File: src/shared/ssl_consts.vh
/*
  Constants for the synthesizer serial load and lock detect block:
  latch select codes, latch field positions, reset values, timing.
  Assumes inclusion by bare name from the design files.
*/
`ifndef SSL_CONSTS_VH
`define SSL_CONSTS_VH

// Word and latch select codes
`define SSL_WORD_W        24
`define SSL_SEL_CTRL      2'h0
`define SSL_SEL_REF       2'h1
`define SSL_SEL_FB        2'h2
`define SSL_SEL_TEST      2'h3
`define SSL_LATCH_RESET   24'h000000

// Control latch fields
`define SSL_CTRL_MON_HI   7
`define SSL_CTRL_MON_LO   5
`define SSL_CTRL_PDP      8
`define SSL_CTRL_PUMP_TS  9
`define SSL_CTRL_PD1      20
`define SSL_CTRL_PD2      21

// Reference divider latch fields
`define SSL_REF_R_HI      15
`define SSL_REF_R_LO      2
`define SSL_REF_ABP_HI    17
`define SSL_REF_ABP_LO    16
`define SSL_REF_LOCK_PREC 18

// Feedback divider latch fields
`define SSL_FB_B_HI       20
`define SSL_FB_B_LO       8

// Monitor output select codes
`define SSL_MON_OFF       3'h0
`define SSL_MON_LOCK      3'h1
`define SSL_MON_REF       3'h2
`define SSL_MON_OSC       3'h3
`define SSL_MON_HIGH      3'h4

// Counts
`define SSL_LOCK_NEED_LO  3'h3
`define SSL_LOCK_NEED_HI  3'h5
`define SSL_BAND_CYCLES   3'h5

// Timing
`define SSL_CLK_NS        50
`define SSL_LOCK_SET_NS   15
`define SSL_LOCK_CLR_NS   25
`define SSL_LOCK_SET_CYC  (((`SSL_LOCK_SET_NS / `SSL_CLK_NS) < 1) ? 1 : \
                           (`SSL_LOCK_SET_NS / `SSL_CLK_NS))
`define SSL_LOCK_CLR_CYC  ((((`SSL_LOCK_CLR_NS + `SSL_CLK_NS - 1) / `SSL_CLK_NS) < 1) ? 1 : \
                           ((`SSL_LOCK_CLR_NS + `SSL_CLK_NS - 1) / `SSL_CLK_NS))

`endif

File: src/rtl/ssl_divider.v
/*
  Programmable event divider: one output pulse per ratio input ticks.
  Assumes ticks are single-cycle pulses in the core clock domain.
*/
`timescale 1ns/1ns
`default_nettype none

module ssl_divider #(
  parameter W = 14
) (
  input  wire         clk,
  input  wire         rst,
  input  wire         run,
  input  wire         tick,
  input  wire [W-1:0] ratio,
  output reg          pulse
);

  reg  [W-1:0] cnt;
  wire [W:0]   cnt_inc = {1'b0, cnt} + {{W{1'b0}}, 1'b1};

  // Ratio 0 or 1 gives a pulse on every tick
  always @(posedge clk or posedge rst) begin
    if (rst) begin
      cnt   <= {W{1'b0}};
      pulse <= 1'b0;
    end else begin
      pulse <= 1'b0;
      if (!run) begin
        cnt <= {W{1'b0}};
      end else if (tick) begin
        if (cnt_inc >= {1'b0, ratio}) begin
          cnt   <= {W{1'b0}};
          pulse <= 1'b1;
        end else begin
          cnt <= cnt_inc[W-1:0];
        end
      end
    end
  end

endmodule

`default_nettype wire

File: src/rtl/ssl_top.v
/*
  Digital programming and control of an integer-N synthesizer: serial
  word capture, four latches, reference and feedback dividers, phase
  detector, digital lock detect, monitor select, band select, power-down.
  Assumes all pins are asynchronous to core_clk and change slowly
  compared with it (the serial clock well below 10 MHz).
*/
`timescale 1ns/1ns
`default_nettype none
`include "ssl_consts.vh"

module ssl_top (
  input  wire       core_clk,
  input  wire       rst,
  input  wire       serial_clk,
  input  wire       serial_data,
  input  wire       load_strobe,
  input  wire       chip_enable,
  input  wire       reference_input,
  input  wire       osc_feedback,
  output reg        monitor_output,
  output reg        pump_up,
  output reg        pump_down,
  output reg        pump_oe,
  output reg  [1:0] antibacklash_width,
  output reg        lock_detect,
  output reg        power_down,
  output reg        ref_isolate_switch,
  output reg        ref_series_switch,
  output reg        band_select_active,
  output reg        tune_hold_ref
);

  localparam NPIN = 6;
  localparam P_SCLK = 0;
  localparam P_SDAT = 1;
  localparam P_LOAD = 2;
  localparam P_CE   = 3;
  localparam P_REF  = 4;
  localparam P_FB   = 5;

  // Band select states, one-hot
  localparam BS_IDLE = 2'b01;
  localparam BS_RUN  = 2'b10;

  wire [NPIN-1:0] pins = {osc_feedback, reference_input, chip_enable,
                          load_strobe, serial_data, serial_clk};
  reg  [NPIN-1:0] sync1;
  reg  [NPIN-1:0] sync2;
  reg  [NPIN-1:0] sync3;
  wire [NPIN-1:0] rise;

  reg  [`SSL_WORD_W-1:0] shift_reg;
  reg  [`SSL_WORD_W-1:0] ctrl_latch;
  reg  [`SSL_WORD_W-1:0] ref_latch;
  reg  [`SSL_WORD_W-1:0] fb_latch;
  reg  [`SSL_WORD_W-1:0] test_latch;
  reg                    fb_loaded;

  wire       pd_now;
  wire       ref_pulse;
  wire       fb_pulse;
  reg  [7:0] err_cnt;
  reg  [2:0] good_cnt;
  wire [2:0] lock_need;
  wire       cmp_done;
  wire       err_small;
  wire       err_large;
  reg  [1:0] bs_state;
  reg  [2:0] bs_cnt;
  reg        next_monitor;

  // Two flops per pin; third stage only feeds edge detection
  genvar gi;
  generate
    for (gi = 0; gi < NPIN; gi = gi + 1) begin : g_sync
      always @(posedge core_clk or posedge rst) begin
        if (rst) begin
          sync1[gi] <= 1'b0;
          sync2[gi] <= 1'b0;
          sync3[gi] <= 1'b0;
        end else begin
          sync1[gi] <= pins[gi];
          sync2[gi] <= sync1[gi];
          sync3[gi] <= sync2[gi];
        end
      end
      assign rise[gi] = sync2[gi] & ~sync3[gi];
    end
  endgenerate

  // Chip enable low or either software power-down bit forces power-down
  assign pd_now = ~sync2[P_CE] | ctrl_latch[`SSL_CTRL_PD1]
                | ctrl_latch[`SSL_CTRL_PD2];

  // Serial shift, MSB first so select bits end up at the bottom
  always @(posedge core_clk or posedge rst) begin
    if (rst) begin
      shift_reg <= `SSL_LATCH_RESET;
    end else if (rise[P_SCLK]) begin
      shift_reg <= {shift_reg[`SSL_WORD_W-2:0], sync2[P_SDAT]};
    end
  end

  // Latch transfer; only a strobe edge touches a latch
  always @(posedge core_clk or posedge rst) begin
    if (rst) begin
      ctrl_latch <= `SSL_LATCH_RESET;
      ref_latch  <= `SSL_LATCH_RESET;
      fb_latch   <= `SSL_LATCH_RESET;
      test_latch <= `SSL_LATCH_RESET;
      fb_loaded  <= 1'b0;
    end else begin
      fb_loaded <= 1'b0;
      if (rise[P_LOAD]) begin
        case (shift_reg[1:0])
          `SSL_SEL_CTRL: ctrl_latch <= shift_reg;
          `SSL_SEL_REF:  ref_latch  <= shift_reg;
          `SSL_SEL_FB: begin
            fb_latch  <= shift_reg;
            fb_loaded <= 1'b1;
          end
          // Held but unused: factory use only
          default:       test_latch <= shift_reg;
        endcase
      end
    end
  end

  // Reference divider, counting reference input edges
  ssl_divider #(.W(14)) u_ref_div (
    .clk   (core_clk),
    .rst   (rst),
    .run   (~pd_now),
    .tick  (rise[P_REF]),
    .ratio (ref_latch[`SSL_REF_R_HI:`SSL_REF_R_LO]),
    .pulse (ref_pulse)
  );

  // Feedback divider, counting oscillator feedback edges
  ssl_divider #(.W(13)) u_fb_div (
    .clk   (core_clk),
    .rst   (rst),
    .run   (~pd_now),
    .tick  (rise[P_FB]),
    .ratio (fb_latch[`SSL_FB_B_HI:`SSL_FB_B_LO]),
    .pulse (fb_pulse)
  );

  // Phase error is measured once both pump flags are up
  assign cmp_done  = pump_up & pump_down;
  // Widened to the 32-bit threshold so the compare has matching operands
  assign err_small = {24'h000000, err_cnt} < `SSL_LOCK_SET_CYC;
  assign err_large = {24'h000000, err_cnt} >= `SSL_LOCK_CLR_CYC;
  assign lock_need = ref_latch[`SSL_REF_LOCK_PREC] ? `SSL_LOCK_NEED_HI
                                             : `SSL_LOCK_NEED_LO;

  // Phase/frequency detector flags; simultaneous arrival gives zero error
  always @(posedge core_clk or posedge rst) begin
    if (rst) begin
      pump_up   <= 1'b0;
      pump_down <= 1'b0;
      err_cnt   <= 8'h00;
    end else if (pd_now || cmp_done) begin
      pump_up   <= 1'b0;
      pump_down <= 1'b0;
      err_cnt   <= 8'h00;
    end else begin
      if (ref_pulse)
        pump_up <= 1'b1;
      if (fb_pulse)
        pump_down <= 1'b1;
      // Saturating so a lost edge cannot wrap into a small error
      if ((pump_up | pump_down) && err_cnt != 8'hff)
        err_cnt <= err_cnt + 8'h01;
    end
  end

  // Digital lock detect; set and clear thresholds both one cycle, set needs lock_need good compares in a row
  always @(posedge core_clk or posedge rst) begin
    if (rst) begin
      good_cnt    <= 3'h0;
      lock_detect <= 1'b0;
    end else if (pd_now) begin
      good_cnt    <= 3'h0;
      lock_detect <= 1'b0;
    end else if (cmp_done) begin
      if (lock_detect) begin
        if (err_large) begin
          lock_detect <= 1'b0;
          good_cnt    <= 3'h0;
        end
      end else if (err_small) begin
        if (good_cnt + 3'h1 >= lock_need)
          lock_detect <= 1'b1;
        good_cnt <= good_cnt + 3'h1;
      end else begin
        good_cnt <= 3'h0;
      end
    end
  end

  // Band select: five reference cycles after each feedback latch write
  always @(posedge core_clk or posedge rst) begin
    if (rst) begin
      bs_state           <= BS_IDLE;
      bs_cnt             <= 3'h0;
      band_select_active <= 1'b0;
      tune_hold_ref      <= 1'b0;
    end else begin
      case (bs_state)
        BS_IDLE: begin
          if (fb_loaded) begin
            bs_state           <= BS_RUN;
            bs_cnt             <= 3'h0;
            band_select_active <= 1'b1;
            tune_hold_ref      <= 1'b1;
          end
        end
        BS_RUN: begin
          // A fresh write restarts the count
          if (fb_loaded) begin
            bs_cnt <= 3'h0;
          end else if (ref_pulse) begin
            if (bs_cnt + 3'h1 >= `SSL_BAND_CYCLES) begin
              bs_state           <= BS_IDLE;
              band_select_active <= 1'b0;
              tune_hold_ref      <= 1'b0;
            end
            bs_cnt <= bs_cnt + 3'h1;
          end
        end
        default: begin
          bs_state           <= BS_IDLE;
          band_select_active <= 1'b0;
          tune_hold_ref      <= 1'b0;
        end
      endcase
    end
  end

  // Monitor source select
  always @* begin
    case (ctrl_latch[`SSL_CTRL_MON_HI:`SSL_CTRL_MON_LO])
      `SSL_MON_LOCK: next_monitor = lock_detect;
      `SSL_MON_REF:  next_monitor = ref_pulse;
      `SSL_MON_OSC:  next_monitor = fb_pulse;
      `SSL_MON_HIGH: next_monitor = 1'b1;
      default:       next_monitor = 1'b0;
    endcase
  end

  // Registered outputs for power state, pump enable and monitor
  always @(posedge core_clk or posedge rst) begin
    if (rst) begin
      monitor_output     <= 1'b0;
      pump_oe            <= 1'b0;
      power_down         <= 1'b1;
      ref_isolate_switch <= 1'b1;
      ref_series_switch  <= 1'b0;
      antibacklash_width <= 2'h0;
    end else begin
      monitor_output     <= next_monitor;
      pump_oe            <= ~pd_now & ~ctrl_latch[`SSL_CTRL_PUMP_TS];
      power_down         <= pd_now;
      ref_isolate_switch <= pd_now;
      ref_series_switch  <= ~pd_now;
      antibacklash_width <= ref_latch[`SSL_REF_ABP_HI:`SSL_REF_ABP_LO];
    end
  end

endmodule

`default_nettype wire

File: config.mk
export PLATFORM = sky130hd
export DESIGN_NAME = ssl_top
export DESIGN_NICKNAME = d
export VERILOG_FILES = /design/src/rtl/ssl_divider.v /design/src/rtl/ssl_top.v
export VERILOG_INCLUDE_DIRS = /design/src /design/src/shared
export SDC_FILE = /design/constraint.sdc
export NUM_CORES = 1
export LEC_CHECK = 0
export ABC_AREA = 1
export BUFFER_PORTS_ARGS = -buffer_cell sky130_fd_sc_hd__buf_2
export CORE_UTILIZATION = 50
export DETAILED_ROUTE_END_ITERATION = 8
export PLACE_DENSITY = 0.65
export SETUP_SLACK_MARGIN = 0.2
export SLEW_MARGIN = 10
export SYNTH_ARGS = -nofsm -noshare
export SYNTH_HDL_FRONTEND = slang
export SYNTH_SLANG_ARGS = --single-unit
File: constraint.sdc
create_clock -name core_clk -period 5.5 [get_ports core_clk]
set_input_delay 1.1 -clock core_clk [delete_from_list [all_inputs] [get_ports core_clk]]
set_output_delay 1.1 -clock core_clk [all_outputs]
set_load 0.02 [all_outputs]
Yosys cells after proc, flatten, opt, wreduce, memory -nomap -nowiden --
Index checks and enable logic that the tools add are counted.
Operators by class: add/sub/neg operators 5, magnitude comparators 6, equality and inequality tests 15, multiplexer cells 47, bitwise gates (word level) 16, reduce and logical (&&, ||, !) cells 16
Operators by type and width (number):
- two-way mux 14 bit | 3
- two-way mux 13 bit | 3
- two-way mux 3 bit | 9
- two-way mux 1 bit | 22
- two-way mux 8 bit | 2
- adder 14 x 1 -> 15 bit (second input constant) | 1
- greater-or-equal comparator 15 x 14 -> 1 bit | 1
- adder 13 x 1 -> 14 bit (second input constant) | 1
- greater-or-equal comparator 14 x 13 -> 1 bit | 1
- nonzero test 2 bit | 7
- adder 8 x 1 -> 8 bit (second input constant) | 1
- greater-or-equal comparator 8 x 1 -> 1 bit (second input constant) | 1
- less-than comparator 8 x 1 -> 1 bit (second input constant) | 1
- two-way mux 2 bit | 4
- != test 8 bit (second input constant) | 1
- AND reduction 2 bit | 4
- inverter 1 bit | 7
- adder 3 x 1 -> 3 bit (second input constant) | 2
- AND 1 bit | 6
- equality test 3 x 2 -> 1 bit (second input constant) | 2
- != test 2 bit (second input constant) | 3
- one-hot mux 3 bit (2 select lines) | 1
- equality test 2 x 1 -> 1 bit (second input constant) | 2
- equality test 2 bit (second input constant) | 2
- 16 further kinds | 18
Word-level totals: register bits after elaboration 156, input bits 8, output and inout port bits 12, word-level logic and storage cells 143

Longest topological paths before layout --
depth in word-level cells 7, mapped depth 18, gate-level depth less buffers 17

Hierarchy --
Synthesis repeated with hierarchy kept, for this count alone.
Second synthesis, totals: cell total of the unflattened synthesis 859, area, all modules 6891.6 um^2
Modules (own cells, without submodules):
- ssl_top | instances 1, cells an instance 422, area each 4016.4 um^2, sequential area each 2504.9 um^2
- ssl_divider at u_ref_div | instances 1, cells an instance 211, area each 1466.4 um^2, sequential area each 375.4 um^2
- ssl_divider at u_fb_div | instances 1, cells an instance 226, area each 1408.9 um^2, sequential area each 350.3 um^2

Worst setup path after synthesis --
No wires, ideal clock.
path kind register to register, from register u_ref_div.cnt[0], to register u_ref_div.cnt[2], setup time 0.127 ns, data arrival time 2.252 ns, required time 5.373 ns, slack 3.120 ns, stages on the path, launching flop included 16, path buffers 1, period minus slack after synthesis 2.380 ns, cell sequence dfrtp_1 -> ha_1 -> nand2_2 -> nor2_4 -> nand2_4 -> xor2_1 -> inv_1 -> ha_1 -> nand2_1 -> nor2_1 -> nand3b_1 -> nand2_1 -> nand2_1 -> nand4_4 -> buf_12 -> o21bai_4
On the way: cells in the longest elaborated chain, start to end 5
RTL lines:
- start, declared | RTL line ssl_divider.v:19 | reg [W-1:0] cnt;
- start signal, assigned | RTL line ssl_divider.v:25 | cnt <= {W{1'b0}};
- start signal, assigned | RTL line ssl_divider.v:30 | cnt <= {W{1'b0}};
- start signal, assigned | RTL line ssl_divider.v:33 | cnt <= {W{1'b0}};
- adder 14 x 1 -> 15 bit * | RTL line ssl_divider.v:20 | wire [W:0] cnt_inc = {1'b0, cnt} + {{W{1'b0}}, 1'b1};
- greater-or-equal comparator 15 x 14 -> 1 bit | RTL line ssl_divider.v:32 | if (cnt_inc >= {1'b0, ratio}) begin
- two-way mux 14 bit * | RTL line ssl_divider.v:32
- two-way mux 14 bit * | RTL line ssl_divider.v:31 | end else if (tick) begin
- two-way mux 14 bit * | RTL line ssl_divider.v:29 | if (!run) begin
Every way passes the cells marked *; elsewhere a longest branch is shown, timed or not. The select of a mux whose other input is x is not followed. A chain may end at the register's enable or synchronous reset.

Worst setup path after layout --
from register u_ref_div.cnt[0], to register u_ref_div.cnt[11]
Same word-level chain as after synthesis.

==> impl_metrics.csv <==
group,metric,value,unit
global_route,grt_pass1_vias,4690,
global_route,grt_use_total,0.199,
synth,synth_seq_cells,129,
critical_path,crit_top_cell,"nand2_1",
synth,synth_fp_nets,830,
sta,max_slew.worst_pin.slew,1.08,ns
finish,fin_cells,987,
hold_path,min_from,"sync1[1]$_DFF_PP0_",
global_route,grt-ovfl-total,0,
floorplan,rows,41,
route,wl_met2,6010,um
placement,gp_congestion,0.845,
clock_network,cts_sinks,129,
critical_path,reg2reg_from,"u_ref_div.cnt[0]$_DFFE_PP0P_",
synth,async_reset_ff_frac,1.00,
route,drc,0,
sta,whs,0.351,ns
synth,synth.distinct_cells,40,
clock_network,cts_root_buffer,"clkbuf_16",
finish,fill_cells,1139,
sta,fmax,343,MHz
sta,finalSetupTns,0,ns
placement,hpwl,8930,um
floorplan,dieArea,13800,um^2
critical_path,critPathMaxFanout,14,
synth,yosysTopAreaCell,"dfrtp_1",
synth,yosys_warnings,0,
route,wl_met1,6110,um
synth,synth_top_area_share,0.476,
finish,final_common_cell,"nand2_1",
route,drt_iter0_drc,421,
finish,final_cell_mix,"170 x nand2_1, 138 x inv_1, 127 x dfrtp_1",
route,viasPerCell,4.96,
critical_path,crit_path_end_kind,"flop",
sta,rsz0062_at_grt,"no",
hold_path,worst_hold_path_type,"reg -> reg",
finish,drive_above_1_share,0.112,
route,top_layer,"met4",
critical_path,startpoint,"u_ref_div.cnt[0]$_DFFE_PP0P_",
run_status,status,"complete, no violations",
critical_path,crit_buf_inv,2,
floorplan,die_x,118,um
job,maxCapViolCount,0,
global_route,grt_max_degree,58,
synth,synth.cell_area,6680,um^2
global_route,grt_first_pass_wirelength,21900,um
clock_network,htreeDepth,4,
critical_path,r2r_cells,15,
synth,synth-seq-area-share,0.484,
route,ant_nets,0,
critical_path,critPathMaxStageDelay,0.48,ns
clock_network,clk_pin_slew,0.06,ns
finish,nets,850,
placement,port_buffers,19,
sta,hold_violations,0,
critical_path,worstPathRequired,5.82,ns
critical_path,cp.depth,15,
floorplan,die_h,118,um
finish,syn_to_final_growth,11.9,%
route,wl_per_cell,12.9,um
clock_network,clock_path_buffers,2,
synth,synth_edf_count,0,
critical_path,crit_family,"simple AND/OR/NAND/NOR gates",
sta,fin_crit_sh,0.530,
critical_path,cp_slowest_cell,"dfrtp_1",
clock_network,cts_hold_buf,0,
clock_network,insertion_delay,0.42,ns
power_and_ir_drop,ir_worst_vdd,0.264,mV
synth,syn_avg_cell_area,8.54,um^2
sta,worst_clock_skew,0.00746,ns
clock_network,cts_setup_buffers,0,
global_route,grt_antenna_before_repair,0,
critical_path,startpoint_type,"flop",
clock_network,ctsResizeCount,0,
finish,largest_reg_flops,22,
power_and_ir_drop,power.density,364,nW/um^2
route,dr_wl_met3,393,um
placement,place_inst,955,
sta,slew_violations,0,
sta,finalSetupViolCount,0,
floorplan,core_area,12800,um^2
clock_network,cts_tree,"built",
route,firstDrtPassIters,4,
floorplan,initial_core_util,0.520,
floorplan,pin_count,20,
critical_path,crit_path_cell_trace,"nand3_1 -> nor2_1 -> nand2_1 -> nor2_1 -> nand3_1 -> nand2_1 -> inv_1 -> ha_1 -> nand2_1 -> inv_1 -> a21oi_1 -> nand2_1 -> nand2_1 -> nand4_4 -> o21bai_1",
sta,post-route-min-period,2.92,ns
synth,ys_top_cells_by_area,"dfrtp_1 48%, nand2_1 9.6%, inv_1 7.8%",
sta,slew_headroom,0.280,
synth,syn_inst,782,
clock_network,numCtsBuffers,17,
finish,n_antenna_cell,0,
critical_path,worstPathArrival,3.24,ns
power_and_ir_drop,leakagePower,0.00376,uW
route,wirelength,12700,um
route,route.vias.total,4897,
synth,synth_flop_cell,"dfrtp_1",
critical_path,path_class,"reg -> reg",
hold_path,min_path_cells,0,
-- cells by family (layout without fill, tap and decap cells) --
kind of cell               Yosys count  after routing  share of synthesized area
xor gates and xnor gates            15             15                     0.0197
and+or+nand+nor                    318            318                      0.208
buffers and inverters              161            194                     0.0958
DFF                                129            129                      0.484
muxes                                1              1                    0.00169
AOI/OAI and AO/OA                  118            118                      0.116
adders and majority gates           40             40                     0.0750
-- metrics by stage --
step	util	worst slack [ns]	total power, uW	instance area (um^2)
floorplan	-	0.962	1530	6680
global placement	0.537	2.71	1620	6890
detailed placement	0.537	2.60	1650	6890
CTS	0.582	2.57	2750	7460
global route	0.582	2.31	2870	7470
finish	0.582	2.58	2720	7470
-- area by class of cell --
cell class                 count  area, um^2  area share
inverter                     141         532      0.0712
sequential                   129        3230       0.433
clock inverter                14         143      0.0191
clock buffer                  18         429      0.0575
timing repair buffer          21         110      0.0147
multi-input combinational    492        2810       0.376
tap                          172         215      0.0288
-- layer usage --
metal / track usage / up-vias
met3: 0.0518 / 15
met2: 0.318 / 64
met1: 0.262 / 2315
li1: - / 2503
met5: 0 / -
met4: 0.0697 / 0
-- report_power, final --
group          internal, uW  switching (uW)  total, uW
logic                   171             334        504
registers              1060            71.0       1130
clock network           664             422       1090
-- worst reg2reg max path: cells and delay by family (launching register included) --
family | cells | cell delay (ns)
buffers and inverters | 2 | 0.10
adders and majority gates | 1 | 0.27
DFF | 1 | 0.48
AOI/OAI and AO/OA | 2 | 0.43
and+or+nand+nor | 10 | 1.53
-- synthesized netlist by cell type (3+ instances only) --
| cell | n |
|---|---|
| clkbuf_1 | 12 |
| nand3_1 | 41 |
| o21bai_4 | 10 |
| o21bai_1 | 5 |
| and3_1 | 3 |
| inv_1 | 139 |
| nor3_1 | 8 |
| nand4_1 | 12 |
| nand2_2 | 4 |
| dfrtp_1 | 127 |
| nand2_1 | 171 |
| nor2_1 | 63 |
| ha_1 | 40 |
| a21oi_2 | 3 |
| nor2_2 | 5 |
| buf_4 | 4 |
| buf_2 | 3 |
| a21oi_1 | 14 |
| o21ai_0 | 70 |
| xor2_1 | 14 |
| a21o_1 | 3 |
| o21ai_1 | 8 |
-- path summary, 6_finish.rpt --
kind / end / slack (ns)
worst max register to register: u_ref_div.cnt[11]$_DFFE_PP0P_ / 2.58
max in group asynchronous: shift_reg[10]$_DFFE_PP0P_ / 3.73
worst max-delay path: u_ref_div.cnt[11]$_DFFE_PP0P_ / 2.58
min in group asynchronous: err_cnt[5]$_DFFE_PP0P_ / 0.70
worst min register to register: sync2[1]$_DFF_PP0_ / 0.35
worst min-delay path: sync2[1]$_DFF_PP0_ / 0.35
Power figures use the tool's default switching activity.
